**src/logic/ats_regs.vh**
```
// Purpose: constants shared by the addressable scan switch files
// Assumes: included by bare name from the design files
// Notes:   frame layout is start bit, command, address msb first, stop bit
`ifndef ATS_REGS_VH
`define ATS_REGS_VH

// ----------------------------------------------------------------
// addressing frame
// ----------------------------------------------------------------
`define ATS_ADDR_W      10
`define ATS_CMD_W       2
`define ATS_FRAME_W     12
`define ATS_CNT_W       4
`define ATS_FRAME_BITS  4'hC
`define ATS_ACK_BITS    4'hA
`define ATS_CNT_ZERO    4'h0
`define ATS_CNT_ONE     4'h1
`define ATS_START_LVL   1'b0
`define ATS_STOP_LVL    1'b1
`define ATS_CMD_MSB     11
`define ATS_CMD_LSB     10
`define ATS_ADDR_MSB    9

// ----------------------------------------------------------------
// addressing commands
// ----------------------------------------------------------------
`define ATS_CMD_SELECT  2'h0
`define ATS_CMD_MCAST   2'h1
`define ATS_CMD_RESET   2'h2
`define ATS_CMD_OFF     2'h3

// ----------------------------------------------------------------
// reset values
// ----------------------------------------------------------------
`define ATS_MS_HOLD_RST 1'b1
`define ATS_ACK_IDLE    1'b1

`endif

```
**src/logic/ats_tap_follow.v**
```verilog
// Purpose: copy of the test-access-port controller, stepped on clock rises
// Assumes: rise_i is a one-cycle pulse per upstream clock rising edge
// Notes:   stable_o marks states where addressing frames are heard
`timescale 1ns/10ps
module ats_tap_follow (
   input  wire       mclk_i,
   input  wire       arst_i,
   input  wire       rise_i,
   input  wire       tms_i,
   output wire [3:0] state_o,
   output wire       stable_o
);
   localparam TLR  = 4'h0;
   localparam RTI  = 4'h1;
   localparam SDRS = 4'h2;
   localparam CDR  = 4'h3;
   localparam SDR  = 4'h4;
   localparam E1DR = 4'h5;
   localparam PDR  = 4'h6;
   localparam E2DR = 4'h7;
   localparam UDR  = 4'h8;
   localparam SIRS = 4'h9;
   localparam CIR  = 4'hA;
   localparam SIR  = 4'hB;
   localparam E1IR = 4'hC;
   localparam PIR  = 4'hD;
   localparam E2IR = 4'hE;
   localparam UIR  = 4'hF;

   reg [3:0] state_ff;
   reg [3:0] nxt_state;

   // ----------------------------------------------------------------
   // next state
   // ----------------------------------------------------------------
   always @* begin
      case (state_ff)
         TLR:     nxt_state = tms_i ? TLR  : RTI;
         RTI:     nxt_state = tms_i ? SDRS : RTI;
         SDRS:    nxt_state = tms_i ? SIRS : CDR;
         CDR:     nxt_state = tms_i ? E1DR : SDR;
         SDR:     nxt_state = tms_i ? E1DR : SDR;
         E1DR:    nxt_state = tms_i ? UDR  : PDR;
         PDR:     nxt_state = tms_i ? E2DR : PDR;
         E2DR:    nxt_state = tms_i ? UDR  : SDR;
         UDR:     nxt_state = tms_i ? SDRS : RTI;
         SIRS:    nxt_state = tms_i ? TLR  : CIR;
         CIR:     nxt_state = tms_i ? E1IR : SIR;
         SIR:     nxt_state = tms_i ? E1IR : SIR;
         E1IR:    nxt_state = tms_i ? UIR  : PIR;
         PIR:     nxt_state = tms_i ? E2IR : PIR;
         E2IR:    nxt_state = tms_i ? UIR  : SIR;
         UIR:     nxt_state = tms_i ? SDRS : RTI;
         default: nxt_state = TLR;
      endcase
   end

   // ----------------------------------------------------------------
   // state register
   // ----------------------------------------------------------------
   always @(posedge mclk_i or posedge arst_i) begin
      if (arst_i) begin
         state_ff <= TLR;
      end else if (rise_i) begin
         state_ff <= nxt_state;
      end
   end

   assign state_o  = state_ff;
   assign stable_o = (state_ff == TLR) || (state_ff == RTI) ||
                     (state_ff == PDR) || (state_ff == PIR);
endmodule

```
**src/logic/ats_switch.v**
```verilog
// Purpose: addressable switch joining a multidrop upstream test port to a board port
// Assumes: mclk_i well above the upstream test clock; pins arrive asynchronously
// Notes:   clock, reset and connected data paths are plain buffers, no retiming
`timescale 1ns/10ps
`include "ats_regs.vh"
module ats_switch (
   input  wire                   mclk_i,
   input  wire                   rst_i,
   input  wire                   upstream_test_clock_i,
   input  wire                   upstream_mode_select_i,
   input  wire                   upstream_data_in_i,
   input  wire                   upstream_test_reset_n_i,
   output wire                   upstream_data_out_o,
   output wire                   upstream_data_out_oe_o,
   output wire                   downstream_test_clock_o,
   output wire                   downstream_mode_select_o,
   input  wire                   downstream_data_in_i,
   output wire                   downstream_data_out_o,
   output wire                   downstream_data_out_oe_o,
   output wire                   downstream_test_reset_n_o,
   input  wire                   forced_link_pin_n_i,
   input  wire [`ATS_ADDR_W-1:0] board_identity_i,
   output wire                   link_active_n_o
);
   localparam ST_OFF     = 3'h0;
   localparam ST_ON      = 3'h1;
   localparam ST_MCAST   = 3'h2;
   localparam ST_RESET   = 3'h3;
   localparam ST_FORCED  = 3'h4;
   localparam ST_FRC_RST = 3'h5;
   localparam ST_TST_RST = 3'h6;

   // ----------------------------------------------------------------
   // declarations
   // ----------------------------------------------------------------
   wire                    arst;
   reg                     tck_s1_ff;
   reg                     tck_s2_ff;
   reg                     tck_d_ff;
   reg                     tms_s1_ff;
   reg                     tms_s2_ff;
   reg                     tdi_s1_ff;
   reg                     tdi_s2_ff;
   reg                     fl_n_s1_ff;
   reg                     fl_n_s2_ff;
   reg                     trst_n_s1_ff;
   reg                     trst_n_s2_ff;
   reg  [`ATS_ADDR_W-1:0]  id_s1_ff;
   reg  [`ATS_ADDR_W-1:0]  id_s2_ff;
   wire                    tck_rise;
   wire                    tck_fall;
   wire [3:0]              tap_state;
   wire                    tap_stable;
   reg  [2:0]              status_ff;
   reg  [2:0]              pend_status_ff;
   reg  [2:0]              eff_status;
   reg                     rx_busy_ff;
   reg  [`ATS_CNT_W-1:0]   rx_cnt_ff;
   reg  [`ATS_FRAME_W-1:0] rx_sr_ff;
   reg                     ack_on_ff;
   reg                     ack_bit_ff;
   reg  [`ATS_CNT_W-1:0]   ack_cnt_ff;
   reg  [`ATS_ADDR_W-1:0]  ack_sr_ff;
   reg                     ms_hold_ff;
   wire                    ack_busy;
   wire                    listen;
   wire [`ATS_CMD_W-1:0]   rx_cmd;
   wire [`ATS_ADDR_W-1:0]  rx_addr;
   wire                    addr_match;
   wire                    link_dn_data;
   wire                    link_up_data;
   wire                    link_ms;
   wire                    ms_force_hi;

   assign arst = rst_i | ~upstream_test_reset_n_i;

   // ----------------------------------------------------------------
   // pin synchronisers
   // ----------------------------------------------------------------
   always @(posedge mclk_i) begin
      tck_s1_ff    <= upstream_test_clock_i;
      tck_s2_ff    <= tck_s1_ff;
      tck_d_ff     <= tck_s2_ff;
      tms_s1_ff    <= upstream_mode_select_i;
      tms_s2_ff    <= tms_s1_ff;
      tdi_s1_ff    <= upstream_data_in_i;
      tdi_s2_ff    <= tdi_s1_ff;
      fl_n_s1_ff   <= forced_link_pin_n_i;
      fl_n_s2_ff   <= fl_n_s1_ff;
      trst_n_s1_ff <= upstream_test_reset_n_i;
      trst_n_s2_ff <= trst_n_s1_ff;
   end

   genvar gi;
   generate
      for (gi = 0; gi < `ATS_ADDR_W; gi = gi + 1) begin : g_id_sync
         always @(posedge mclk_i) begin
            id_s1_ff[gi] <= board_identity_i[gi];
            id_s2_ff[gi] <= id_s1_ff[gi];
         end
      end
   endgenerate

   assign tck_rise = tck_s2_ff & ~tck_d_ff;
   assign tck_fall = ~tck_s2_ff & tck_d_ff;

   // ----------------------------------------------------------------
   // controller state follower
   // ----------------------------------------------------------------
   ats_tap_follow u_tap (
      .mclk_i   (mclk_i),
      .arst_i   (arst),
      .rise_i   (tck_rise),
      .tms_i    (tms_s2_ff),
      .state_o  (tap_state),
      .stable_o (tap_stable)
   );

   // ----------------------------------------------------------------
   // effective connect status
   // ----------------------------------------------------------------
   always @* begin
      if (!trst_n_s2_ff) begin
         eff_status = fl_n_s2_ff ? ST_TST_RST : ST_FRC_RST;
      end else if (!fl_n_s2_ff) begin
         eff_status = ST_FORCED;
      end else begin
         eff_status = status_ff;
      end
   end

   // ----------------------------------------------------------------
   // frame receiver and acknowledge
   // ----------------------------------------------------------------
   assign ack_busy   = ack_on_ff | (ack_cnt_ff != `ATS_CNT_ZERO);
   assign listen     = tap_stable & fl_n_s2_ff & trst_n_s2_ff & ~ack_busy;
   assign rx_cmd     = rx_sr_ff[`ATS_CMD_MSB:`ATS_CMD_LSB];
   assign rx_addr    = rx_sr_ff[`ATS_ADDR_MSB:0];
   assign addr_match = (rx_addr == id_s2_ff);

   always @(posedge mclk_i or posedge arst) begin
      if (arst) begin
         status_ff      <= ST_OFF;
         pend_status_ff <= ST_OFF;
         rx_busy_ff     <= 1'b0;
         rx_cnt_ff      <= `ATS_CNT_ZERO;
         rx_sr_ff       <= {`ATS_FRAME_W{1'b0}};
         ack_on_ff      <= 1'b0;
         ack_bit_ff     <= `ATS_ACK_IDLE;
         ack_cnt_ff     <= `ATS_CNT_ZERO;
         ack_sr_ff      <= {`ATS_ADDR_W{1'b0}};
      end else begin
         if (tck_rise) begin
            if (!listen) begin
               rx_busy_ff <= 1'b0;
            end else if (!rx_busy_ff) begin
               if (tdi_s2_ff == `ATS_START_LVL) begin
                  rx_busy_ff <= 1'b1;
                  rx_cnt_ff  <= `ATS_CNT_ZERO;
               end
            end else if (rx_cnt_ff != `ATS_FRAME_BITS) begin
               rx_sr_ff  <= {rx_sr_ff[`ATS_FRAME_W-2:0], tdi_s2_ff};
               rx_cnt_ff <= rx_cnt_ff + `ATS_CNT_ONE;
            end else begin
               rx_busy_ff <= 1'b0;
               if (tdi_s2_ff == `ATS_STOP_LVL) begin
                  case (rx_cmd)
                     `ATS_CMD_SELECT: begin
                        if (addr_match) begin
                           ack_sr_ff      <= rx_addr;
                           ack_cnt_ff     <= `ATS_ACK_BITS;
                           pend_status_ff <= ST_ON;
                        end else begin
                           status_ff <= ST_OFF;
                        end
                     end
                     `ATS_CMD_MCAST: begin
                        status_ff <= addr_match ? ST_MCAST : ST_OFF;
                     end
                     `ATS_CMD_RESET: begin
                        status_ff <= ST_RESET;
                     end
                     default: begin
                        status_ff <= ST_OFF;
                     end
                  endcase
               end
            end
         end
         if (tck_fall) begin
            if (ack_cnt_ff != `ATS_CNT_ZERO) begin
               ack_on_ff  <= 1'b1;
               ack_bit_ff <= ack_sr_ff[`ATS_ADDR_W-1];
               ack_sr_ff  <= {ack_sr_ff[`ATS_ADDR_W-2:0], 1'b0};
               ack_cnt_ff <= ack_cnt_ff - `ATS_CNT_ONE;
            end else if (ack_on_ff) begin
               ack_on_ff  <= 1'b0;
               ack_bit_ff <= `ATS_ACK_IDLE;
               status_ff  <= pend_status_ff;
            end
         end
      end
   end

   // ----------------------------------------------------------------
   // downstream mode select hold
   // ----------------------------------------------------------------
   assign link_ms     = (eff_status == ST_FORCED) || (eff_status == ST_MCAST) ||
                        (eff_status == ST_ON);
   assign ms_force_hi = (eff_status == ST_FRC_RST) || (eff_status == ST_RESET) ||
                        (eff_status == ST_TST_RST);

   always @(posedge mclk_i or posedge arst) begin
      if (arst) begin
         ms_hold_ff <= `ATS_MS_HOLD_RST;
      end else if (link_ms) begin
         ms_hold_ff <= tms_s2_ff;
      end else if (ms_force_hi) begin
         ms_hold_ff <= 1'b1;
      end
   end

   // ----------------------------------------------------------------
   // port buffers
   // ----------------------------------------------------------------
   assign link_dn_data = link_ms || (eff_status == ST_FRC_RST);
   assign link_up_data = (eff_status == ST_FORCED) || (eff_status == ST_FRC_RST) ||
                         (eff_status == ST_ON);

   assign downstream_test_clock_o   = upstream_test_clock_i;
   assign downstream_test_reset_n_o = upstream_test_reset_n_i;
   assign downstream_mode_select_o  = link_ms ? upstream_mode_select_i : ms_hold_ff;
   assign downstream_data_out_o     = upstream_data_in_i;
   assign downstream_data_out_oe_o  = link_dn_data;
   assign upstream_data_out_o       = link_up_data ? downstream_data_in_i : ack_bit_ff;
   assign upstream_data_out_oe_o    = link_up_data | ack_on_ff;
   assign link_active_n_o           = ~link_dn_data;
endmodule

```
**config.mk**
```make
export PLATFORM = sky130hd
export DESIGN_NAME = ats_switch
export DESIGN_NICKNAME = d
export VERILOG_FILES = /design/src/logic/ats_tap_follow.v /design/src/logic/ats_switch.v
export VERILOG_INCLUDE_DIRS = /design/src /design/src/logic
export SDC_FILE = /design/constraint.sdc
export NUM_CORES = 1
export LEC_CHECK = 0
export BUFFER_PORTS_ARGS = -buffer_cell sky130_fd_sc_hd__buf_4
export CORE_MARGIN = 2
export CORE_UTILIZATION = 55
export DETAILED_ROUTE_END_ITERATION = 10
export PLACE_DENSITY = 0.74
export SETUP_SLACK_MARGIN = 0.4
export SLEW_MARGIN = 20
export SYNTH_ARGS = -nofsm -noshare
export SYNTH_HDL_FRONTEND = slang
export SYNTH_SLANG_ARGS = --single-unit
```
**constraint.sdc**
```tcl
create_clock -name mclk_i -period 3.7 [get_ports mclk_i]
set_clock_uncertainty 0.05 [all_clocks]
set_input_delay 0.185 -clock mclk_i [delete_from_list [all_inputs] [get_ports mclk_i]]
set_output_delay 0.185 -clock mclk_i [all_outputs]
set_load 0.01 [all_outputs]
```
==> results of run 1 <==
-- path summary, 6_finish.rpt --
| kind | start | end | slack (ns) | depth (start not counted) |
|---|---|---|---|---|
| worst min register to register | id_s1_ff[5] | id_s2_ff[5] | 0.27 | 0 |
| worst max-delay path | ack_cnt_ff[0] | ack_cnt_ff[0] | 1.23 | 7 |
| worst min-delay path | id_s1_ff[5] | id_s2_ff[5] | 0.27 | 0 |
| min in group asynchronous | upstream_test_reset_n_i | rx_sr_ff[5] | 0.55 | 4 |
| max in group asynchronous | rst_i | ack_bit_ff | 2.67 | 4 |
| worst max register to register | ack_cnt_ff[0] | ack_cnt_ff[0] | 1.23 | 7 |
-- metrics by stage --
step | utilization, % | std cells | cell area [µm²] | total power [W]
floorplan | - | 297 | 3110 | 0.00108
global placement | 60.7 | 378 | 3320 | 0.00113
detailed placement | 60.7 | 378 | 3320 | 0.00113
CTS | 67.3 | 410 | 3680 | 0.00178
global route | 67.3 | 410 | 3680 | 0.00185
finish | 67.3 | 410 | 3680 | 0.00176
-- flip-flops by register name (all words and copies together) (netlist names), 3 cells and up --
name           count
ack_cnt_ff         4
u_tap.state_o      4
ack_sr_ff         10
rx_cnt_ff          4
status_ff          3
id_s1_ff          10
rx_sr_ff          12
id_s2_ff          10
-- power groups by stage --
stage,sequential [W],combinational [W],clock (W)
4_1_cts,0.000909,0.000222,0.000646
5_1_grt,0.000923,0.000249,0.000682
3_5_place_dp,0.000924,0.000206,0
3_3_place_gp,0.000924,0.000202,0
2_1_floorplan,0.000874,0.000211,0
6_report,0.000911,0.000222,0.000629
-- layout make-up --
| cell class | count | area (µm²) | share of cell area, % |
|---|---|---|---|
| clock buffer | 9 | 124 | 3.37 |
| clock inverter | 7 | 77.6 | 2.11 |
| inverter | 11 | 41.3 | 1.12 |
| multi-input combinational | 193 | 1300 | 35.2 |
| sequential | 73 | 1670 | 45.5 |
| tap | 72 | 90.1 | 2.45 |
| timing repair buffer | 45 | 378 | 10.3 |
-- routing by layer --
layer | global-route usage, % | vias up | part of all wire [%]
met5 | 0 | - | 0
met2 | 32.8 | 36 | 49
met1 | 27.0 | 1092 | 46
met3 | 6.48 | 9 | 3.8
li1 | - | 1141 | -
met4 | 8.97 | 0 | 1.3
-- worst max-delay path, delay by kind of cell, from the launching register on --
family	cells	cell delay, ns
AND/OR/NAND/NOR	4	1.45
flip-flops	1	0.41
adder cells (fa/ha/maj)	1	0.17
AO/OA/AOI/OAI	1	0.16
buffers and inverters	1	0.09
-- cells in the final DEF (no fill, tap or decap), drive strengths merged, types with 2 or more instances in the layout --
cell	count
or3	3
mux2	13
dlygate4sd3	16
dfstp	2
nor2b	2
nand3	6
a221o	2
o22a	3
nor4b	3
a21boi	2
a31oi	12
and2	2
buf	29
a21oi	7
clkinv	3
nand4	13
nor4	5
nor3	3
dfxtp	31
inv	13
nand2	22
and3	10
nand2b	8
o21ai	11
nor2	21
o31ai	10
clkbuf	9
ha	3
or2	4
xor2	8
dfrtp	40
-- logic make-up (layout without fill, tap and decap cells) --
kind of cell / Yosys count / in the layout / share of synthesized area [%]
AOI/OAI and AO/OA: 60 / 60 / 13.4
xor gates and xnor gates: 9 / 9 / 2.54
adders and majority gates: 3 / 3 / 1.21
buffers and inverters: 31 / 72 / 4.71
DFF: 73 / 73 / 53.8
muxes: 14 / 14 / 5.03
and+or+nand+nor: 107 / 107 / 19.3
==> flow_summary_export.csv, run 1 <==
group,metric,value,unit
outcome,status,"completed",
synth,synth-seq-area-share,53.8,%
clocking,cts_root_buf,"clkbuf_8",
synth,synth-edff-count,0,
floorplan,fp.dieH,79.2,µm
synth,syn-num-nets,318,
floorplan,start_util,56.8,%
clocking,cts_setup_buffers,0,
clocking,htreeDepth,3,
synth,ys_top_cells_by_count,"dfrtp_1, dfxtp_1, nand2_1",
layout,layout.nets,354,
power_and_ir_drop,combPwrFrac,12.6,%
timing,slew_headroom,60.1,%
worst_setup_path,cp_max_fo,10,
synth,synth_most_common_cell,"dfrtp_1",
placement,dpl.hpwl,3.87,mm
timing,fin_crit,2.47,ns
synth,synth_ff_type,"dfrtp_1",
detailed_routing,route.detailed.drc,0,
worst_setup_path,worstPathRequired,3.87,ns
timing,setup_viol,0,
placement,globalplace.congestion,0.818,
power_and_ir_drop,p_int,0.00127,W
global_routing,grt_pass1_vias,2200,
detailed_routing,routed-via-count,2278,
clocking,clock_path_buffers,2,
layout,fillers,430,
layout,drive_above_1_share,21.0,%
power_and_ir_drop,power_frac_clock,35.7,%
clocking,ctsHoldBuffers,16,
clocking,clkTransAtPathRegs,0.08,ns
timing,tns,0,ns
timing,fin_ws,1.23,ns
detailed_routing,first_pass_iters,4,
global_routing,grt_pass1_wl,10.1,mm
worst_setup_path,crit_arrival,2.64,ns
clocking,cts_sinks,73,
floorplan,design.die.area,6270,µm²
global_routing,grt_start_max_net_pins,43,
layout,diodes,0,
synth,synth_cell_types,56,
clocking,clk_latency,0.36,ns
clocking,cts_resized,0,
synth,yosys_register_bits,73,
power_and_ir_drop,p_sw,0.000491,W
power_and_ir_drop,ir_drop,0.000393,V
worst_setup_path,path_cells,"inv_1, ha_1, nor4b_2, nand4_1, or3_1, nor3_4, o21ai_0",
power_and_ir_drop,pwr_density_cell,479,nW/µm²
synth,synthCells,297,
global_routing,grt-ovfl-total,0,
worst_setup_path,slowest_delay,0.60,ns
timing,hold_viol,0,
timing,finalCritPeriodShare,66.6,%
timing,rsz0062_at_grt,"no",
clocking,cts_tree,"yes",
power_and_ir_drop,power_frac_seq,51.7,%
power_and_ir_drop,switching_share,27.9,%
worst_hold_path,hold_class,"reg2reg",
layout,area.growth.synth_to_final,18.4,%
worst_setup_path,end_kind,"flip-flop",
floorplan,die_w,79.2,µm
floorplan,ios,26,
worst_setup_path,cp_slowest_cell,"or3_1",
timing,max_slew.worst_pin.slew,0.593,ns
flow_run,maxCapViolCount,0,
global_routing,track_usage,21.0,%
detailed_routing,drt-vias-per-instance,5.56,
power_and_ir_drop,leakage,1.67,nW
detailed_routing,ant_nets,0,
clocking,cts_buffers,9,
synth,synth_top_cell_by_area,"dfrtp_1",
timing,whs,0.274,ns
timing,drv_slew,0,
detailed_routing,routed_wl,5.82,mm
synth,ys_warn_count,0,
placement,dp_slack,1.28,ns
synth,synth_area,3110,µm²
detailed_routing,routedWlPerCell,14.2,µm
synth,syn_area_per_cell,10.5,µm²
synth,synthArstFlopShare,57.5,%
synth,synth_top_area_share,32.2,%
synth,synth.area.top_cells,"dfrtp_1, dfxtp_1, mux2_2",
timing,fmax,406,MHz
worst_setup_path,crit_type,"reg2reg",
global_routing,antenna_found_initial,0,
worst_setup_path,cp-start-kind,"flip-flop",
detailed_routing,drt_first_iter_violations,185,
placement,port_buffers,25,
floorplan,row_count,27,
floorplan,fp.coreArea,5470,µm²
Power figures use the tool's default switching activity.
==> run 2, diff against run 1 <==
ABC_AREA = 1   (was unset)
CORE_UTILIZATION = 53   (was 55)
PLACE_DENSITY = 0.75   (was 0.74)
clock period = 2 ns   (was 3.7 ns; I/O delays follow)
==> run 2 against run 1 <==
  * Via count grew 25%
  * Wire length grew 33%
  * Synthesized cell count grew 30%
  * Cell count up 35%
  * Combinational power increased to 3.5 times the previous value
  * Area after synthesis is 0.85% higher
  * Final area rose by 22%
  * Register-to-register slack got worse by 0.98 ns
  * Critical path type is now reg2out
==> flow_summary_export.csv, run 2 <==
group,metric,value,unit
outcome,status,"completed",
worst_setup_path,cp_max_fo,3,
worst_setup_path,worstPathRequired,1.85,ns
timing,hold_viol,0,
power_and_ir_drop,power_frac_clock,31.5,%
floorplan,fp.coreArea,5820,µm²
global_routing,track_usage,22.2,%
worst_setup_path,cp-start-kind,"flip-flop",
timing,slew_headroom,67.4,%
detailed_routing,first_pass_iters,5,
worst_setup_path,critical_path.top_delay_family,"buffers and inverters",
synth,syn_area_per_cell,8.12,µm²
timing,fin_crit,1.78,ns
global_routing,grt-ovfl-total,0,
clocking,cts_buffers,9,
layout,mostFrequentLayoutCell,"nand2_1",
timing,drv_slew,0,
clocking,cts_root_buf,"clkbuf_8",
clocking,clkTransAtPathRegs,0.08,ns
layout,stdcell_area,4480,µm²
global_routing,grt_start_max_net_pins,26,
worst_setup_path,crit_type,"reg2out",
placement,globalplace.congestion,0.934,
worst_setup_path,crit_buf_inv,5,
timing,whs,0.280,ns
layout,largest_register_ffs,12,
power_and_ir_drop,total_power,0.00356,W
timing,fmax,562,MHz
detailed_routing,routed-via-count,2846,
flow_run,maxCapViolCount,0,
timing,max_slew.worst_pin.slew,0.487,ns
placement,port_buffers,25,
synth,synth.area.top_cells,"dfrtp_1, dfxtp_1, nand2_1",
timing,setup_viol,0,
power_and_ir_drop,switching_share,33.4,%
floorplan,fp.dieH,80.9,µm
detailed_routing,route.detailed.drc,0,
floorplan,start_util,53.9,%
synth,synth_top_area_share,31.9,%
synth,synthArstFlopShare,57.5,%
clocking,cts_sinks,73,
timing,tns,0,ns
power_and_ir_drop,combPwrFrac,21.6,%
timing,finalCritPeriodShare,88.9,%
layout,layout.nets,494,
clocking,clk_latency,0.36,ns
power_and_ir_drop,leakage,2.17,nW
worst_hold_path,hold_class,"reg2reg",
power_and_ir_drop,ir_drop,0.000652,V
detailed_routing,ant_nets,0,
layout,final_cell_mix,"nand2_1, buf_4, inv_1, dfrtp_1, dfxtp_1",
layout,area.growth.synth_to_final,43.0,%
layout,fillers,381,
synth,synth-edff-count,0,
global_routing,antenna_found_initial,0,
synth,synth_area,3140,µm²
layout,diodes,0,
worst_setup_path,cp_slowest_cell,"dfrtp_1",
floorplan,design.die.area,6550,µm²
worst_setup_path,path_cells,"nor2_2, inv_2, nor2_4, nor2_4, buf_4, buf_6, inv_6, nand2_1, nand2_1, buf_4",
clocking,clock_path_buffers,2,
synth,yosys_register_bits,73,
clocking,cts_tree,"yes",
worst_setup_path,crit_arrival,1.63,ns
worst_setup_path,slowest_delay,0.40,ns
placement,place_area,3420,µm²
synth,synthCells,386,
synth,synth_cell_types,36,
power_and_ir_drop,power_frac_seq,46.9,%
synth,syn-num-nets,407,
detailed_routing,routedWlPerCell,14.0,µm
floorplan,die_w,80.9,µm
placement,dpl.hpwl,4.15,mm
detailed_routing,drt_first_iter_violations,183,
synth,synth_most_common_cell,"nand2_1",
floorplan,ios,26,
global_routing,grt_pass1_wl,11.1,mm
detailed_routing,routed_wl,7.75,mm
power_and_ir_drop,p_sw,0.00119,W
global_routing,grt_pass1_vias,2555,
power_and_ir_drop,p_int,0.00238,W
layout,drive_above_1_share,39.1,%
power_and_ir_drop,pwr_density_cell,795,nW/µm²
timing,rsz0062_at_grt,"yes",
synth,synth-seq-area-share,53.4,%
synth,ys_top_cells_by_count,"nand2_1, inv_1, dfrtp_1",
synth,synth_top_cell_by_area,"dfrtp_1",
synth,synth_ff_type,"dfrtp_1",
synth,ys_warn_count,0,
clocking,htreeDepth,3,
detailed_routing,drt-vias-per-instance,5.15,
floorplan,row_count,28,
worst_setup_path,end_kind,"output pin",
layout,regMostFlops,"rx_sr_ff",
-- run 2: cell types whose count changed after synthesis, moves of 13 or more --
cell | before | now
nand3_1 | 6 | 19
nand2_1 | 22 | 109
o21ai_1 | 0 | 13
nor2_1 | 21 | 35
mux2_2 | 13 | 0
inv_1 | 11 | 54
-- run 2: power groups by stage --
| stage | clock network [W] | registers [W] | logic, W |
|---|---|---|---|
| final | 0.00112 | 0.00167 | 0.000770 |
| after CTS | 0.00114 | 0.00165 | 0.000699 |
| after detailed placement | 0 | 0.00169 | 0.000565 |
| after global placement | 0 | 0.00169 | 0.000552 |
| after floorplan | 0 | 0.00166 | 0.000424 |
| after global routing | 0.00120 | 0.00168 | 0.000860 |
-- run 2: cell families (layout without fill, tap and decap cells) --
family | after synthesis | after routing | share of synthesized area (%)
AND/OR/NAND/NOR | 184 | 185 | 25.8
flip-flops | 73 | 73 | 53.4
XOR/XNOR | 6 | 6 | 1.68
buffers and inverters | 72 | 163 | 9.50
adder cells (fa/ha/maj) | 3 | 3 | 1.20
AO/OA/AOI/OAI | 48 | 48 | 8.46
-- run 2: final timing paths --
| kind | startpoint | to | slack (ns) | depth (start not counted) |
|---|---|---|---|---|
| setup / recovery | status_ff[2] | upstream_data_out_o | 0.22 | 10 |
| hold / removal | id_s1_ff[8] | id_s2_ff[8] | 0.28 | 0 |
| setup reg to reg | ack_cnt_ff[0] | ack_sr_ff[7] | 0.25 | 11 |
| hold reg to reg | id_s1_ff[8] | id_s2_ff[8] | 0.28 | 0 |
| max in group asynchronous | rst_i | ack_bit_ff | 0.94 | 4 |
| min in group asynchronous | upstream_test_reset_n_i | rx_busy_ff | 0.31 | 4 |
-- run 2: cell type report --
type | instances | area [µm²] | share of cell area, %
clock inverter | 7 | 71.3 | 1.59
sequential | 73 | 1680 | 37.5
inverter | 61 | 239 | 5.33
clock buffer | 9 | 124 | 2.76
multi-input combinational | 242 | 1490 | 33.3
timing repair buffer | 86 | 783 | 17.5
tap | 75 | 93.8 | 2.09
-- run 2: worst register-to-register path: cells and delay by family (launching register included) --
| kind | cells | cell delay, ns |
|---|---|---|
| flip-flops | 1 | 0.41 |
| adder cells (fa/ha/maj) | 1 | 0.15 |
| AND/OR/NAND/NOR | 8 | 0.83 |
| buffers and inverters | 2 | 0.24 |
-- run 2: per-layer routing --
layer | vias up | track usage (%) | wire [µm]
met5 | - | 0 | 0
met4 | 0 | 6.61 | 193
met3 | 18 | 6.67 | 360
met2 | 82 | 37.9 | 4080
met1 | 1358 | 27.3 | 3120
li1 | 1388 | - | -
-- run 2: metrics by stage --
step	utilization (%)	instances	setup WS, ns
final	77.1	553	0.221
after global routing	77.1	553	0.120
after CTS	69.8	534	0.194
after detailed placement	58.9	483	0.180
after global placement	58.9	483	0.253
after floorplan	-	386	0.409
-- run 2: what timing repair did --
item                                   CTS  global route
hold buffers                            16             0
cloned                                   1             3
endpoints found under the hold margin   28             0
resized for setup                       46            77
setup endpoints to repair               39            41
buffers inserted                        18            16
pin swaps                               16            24
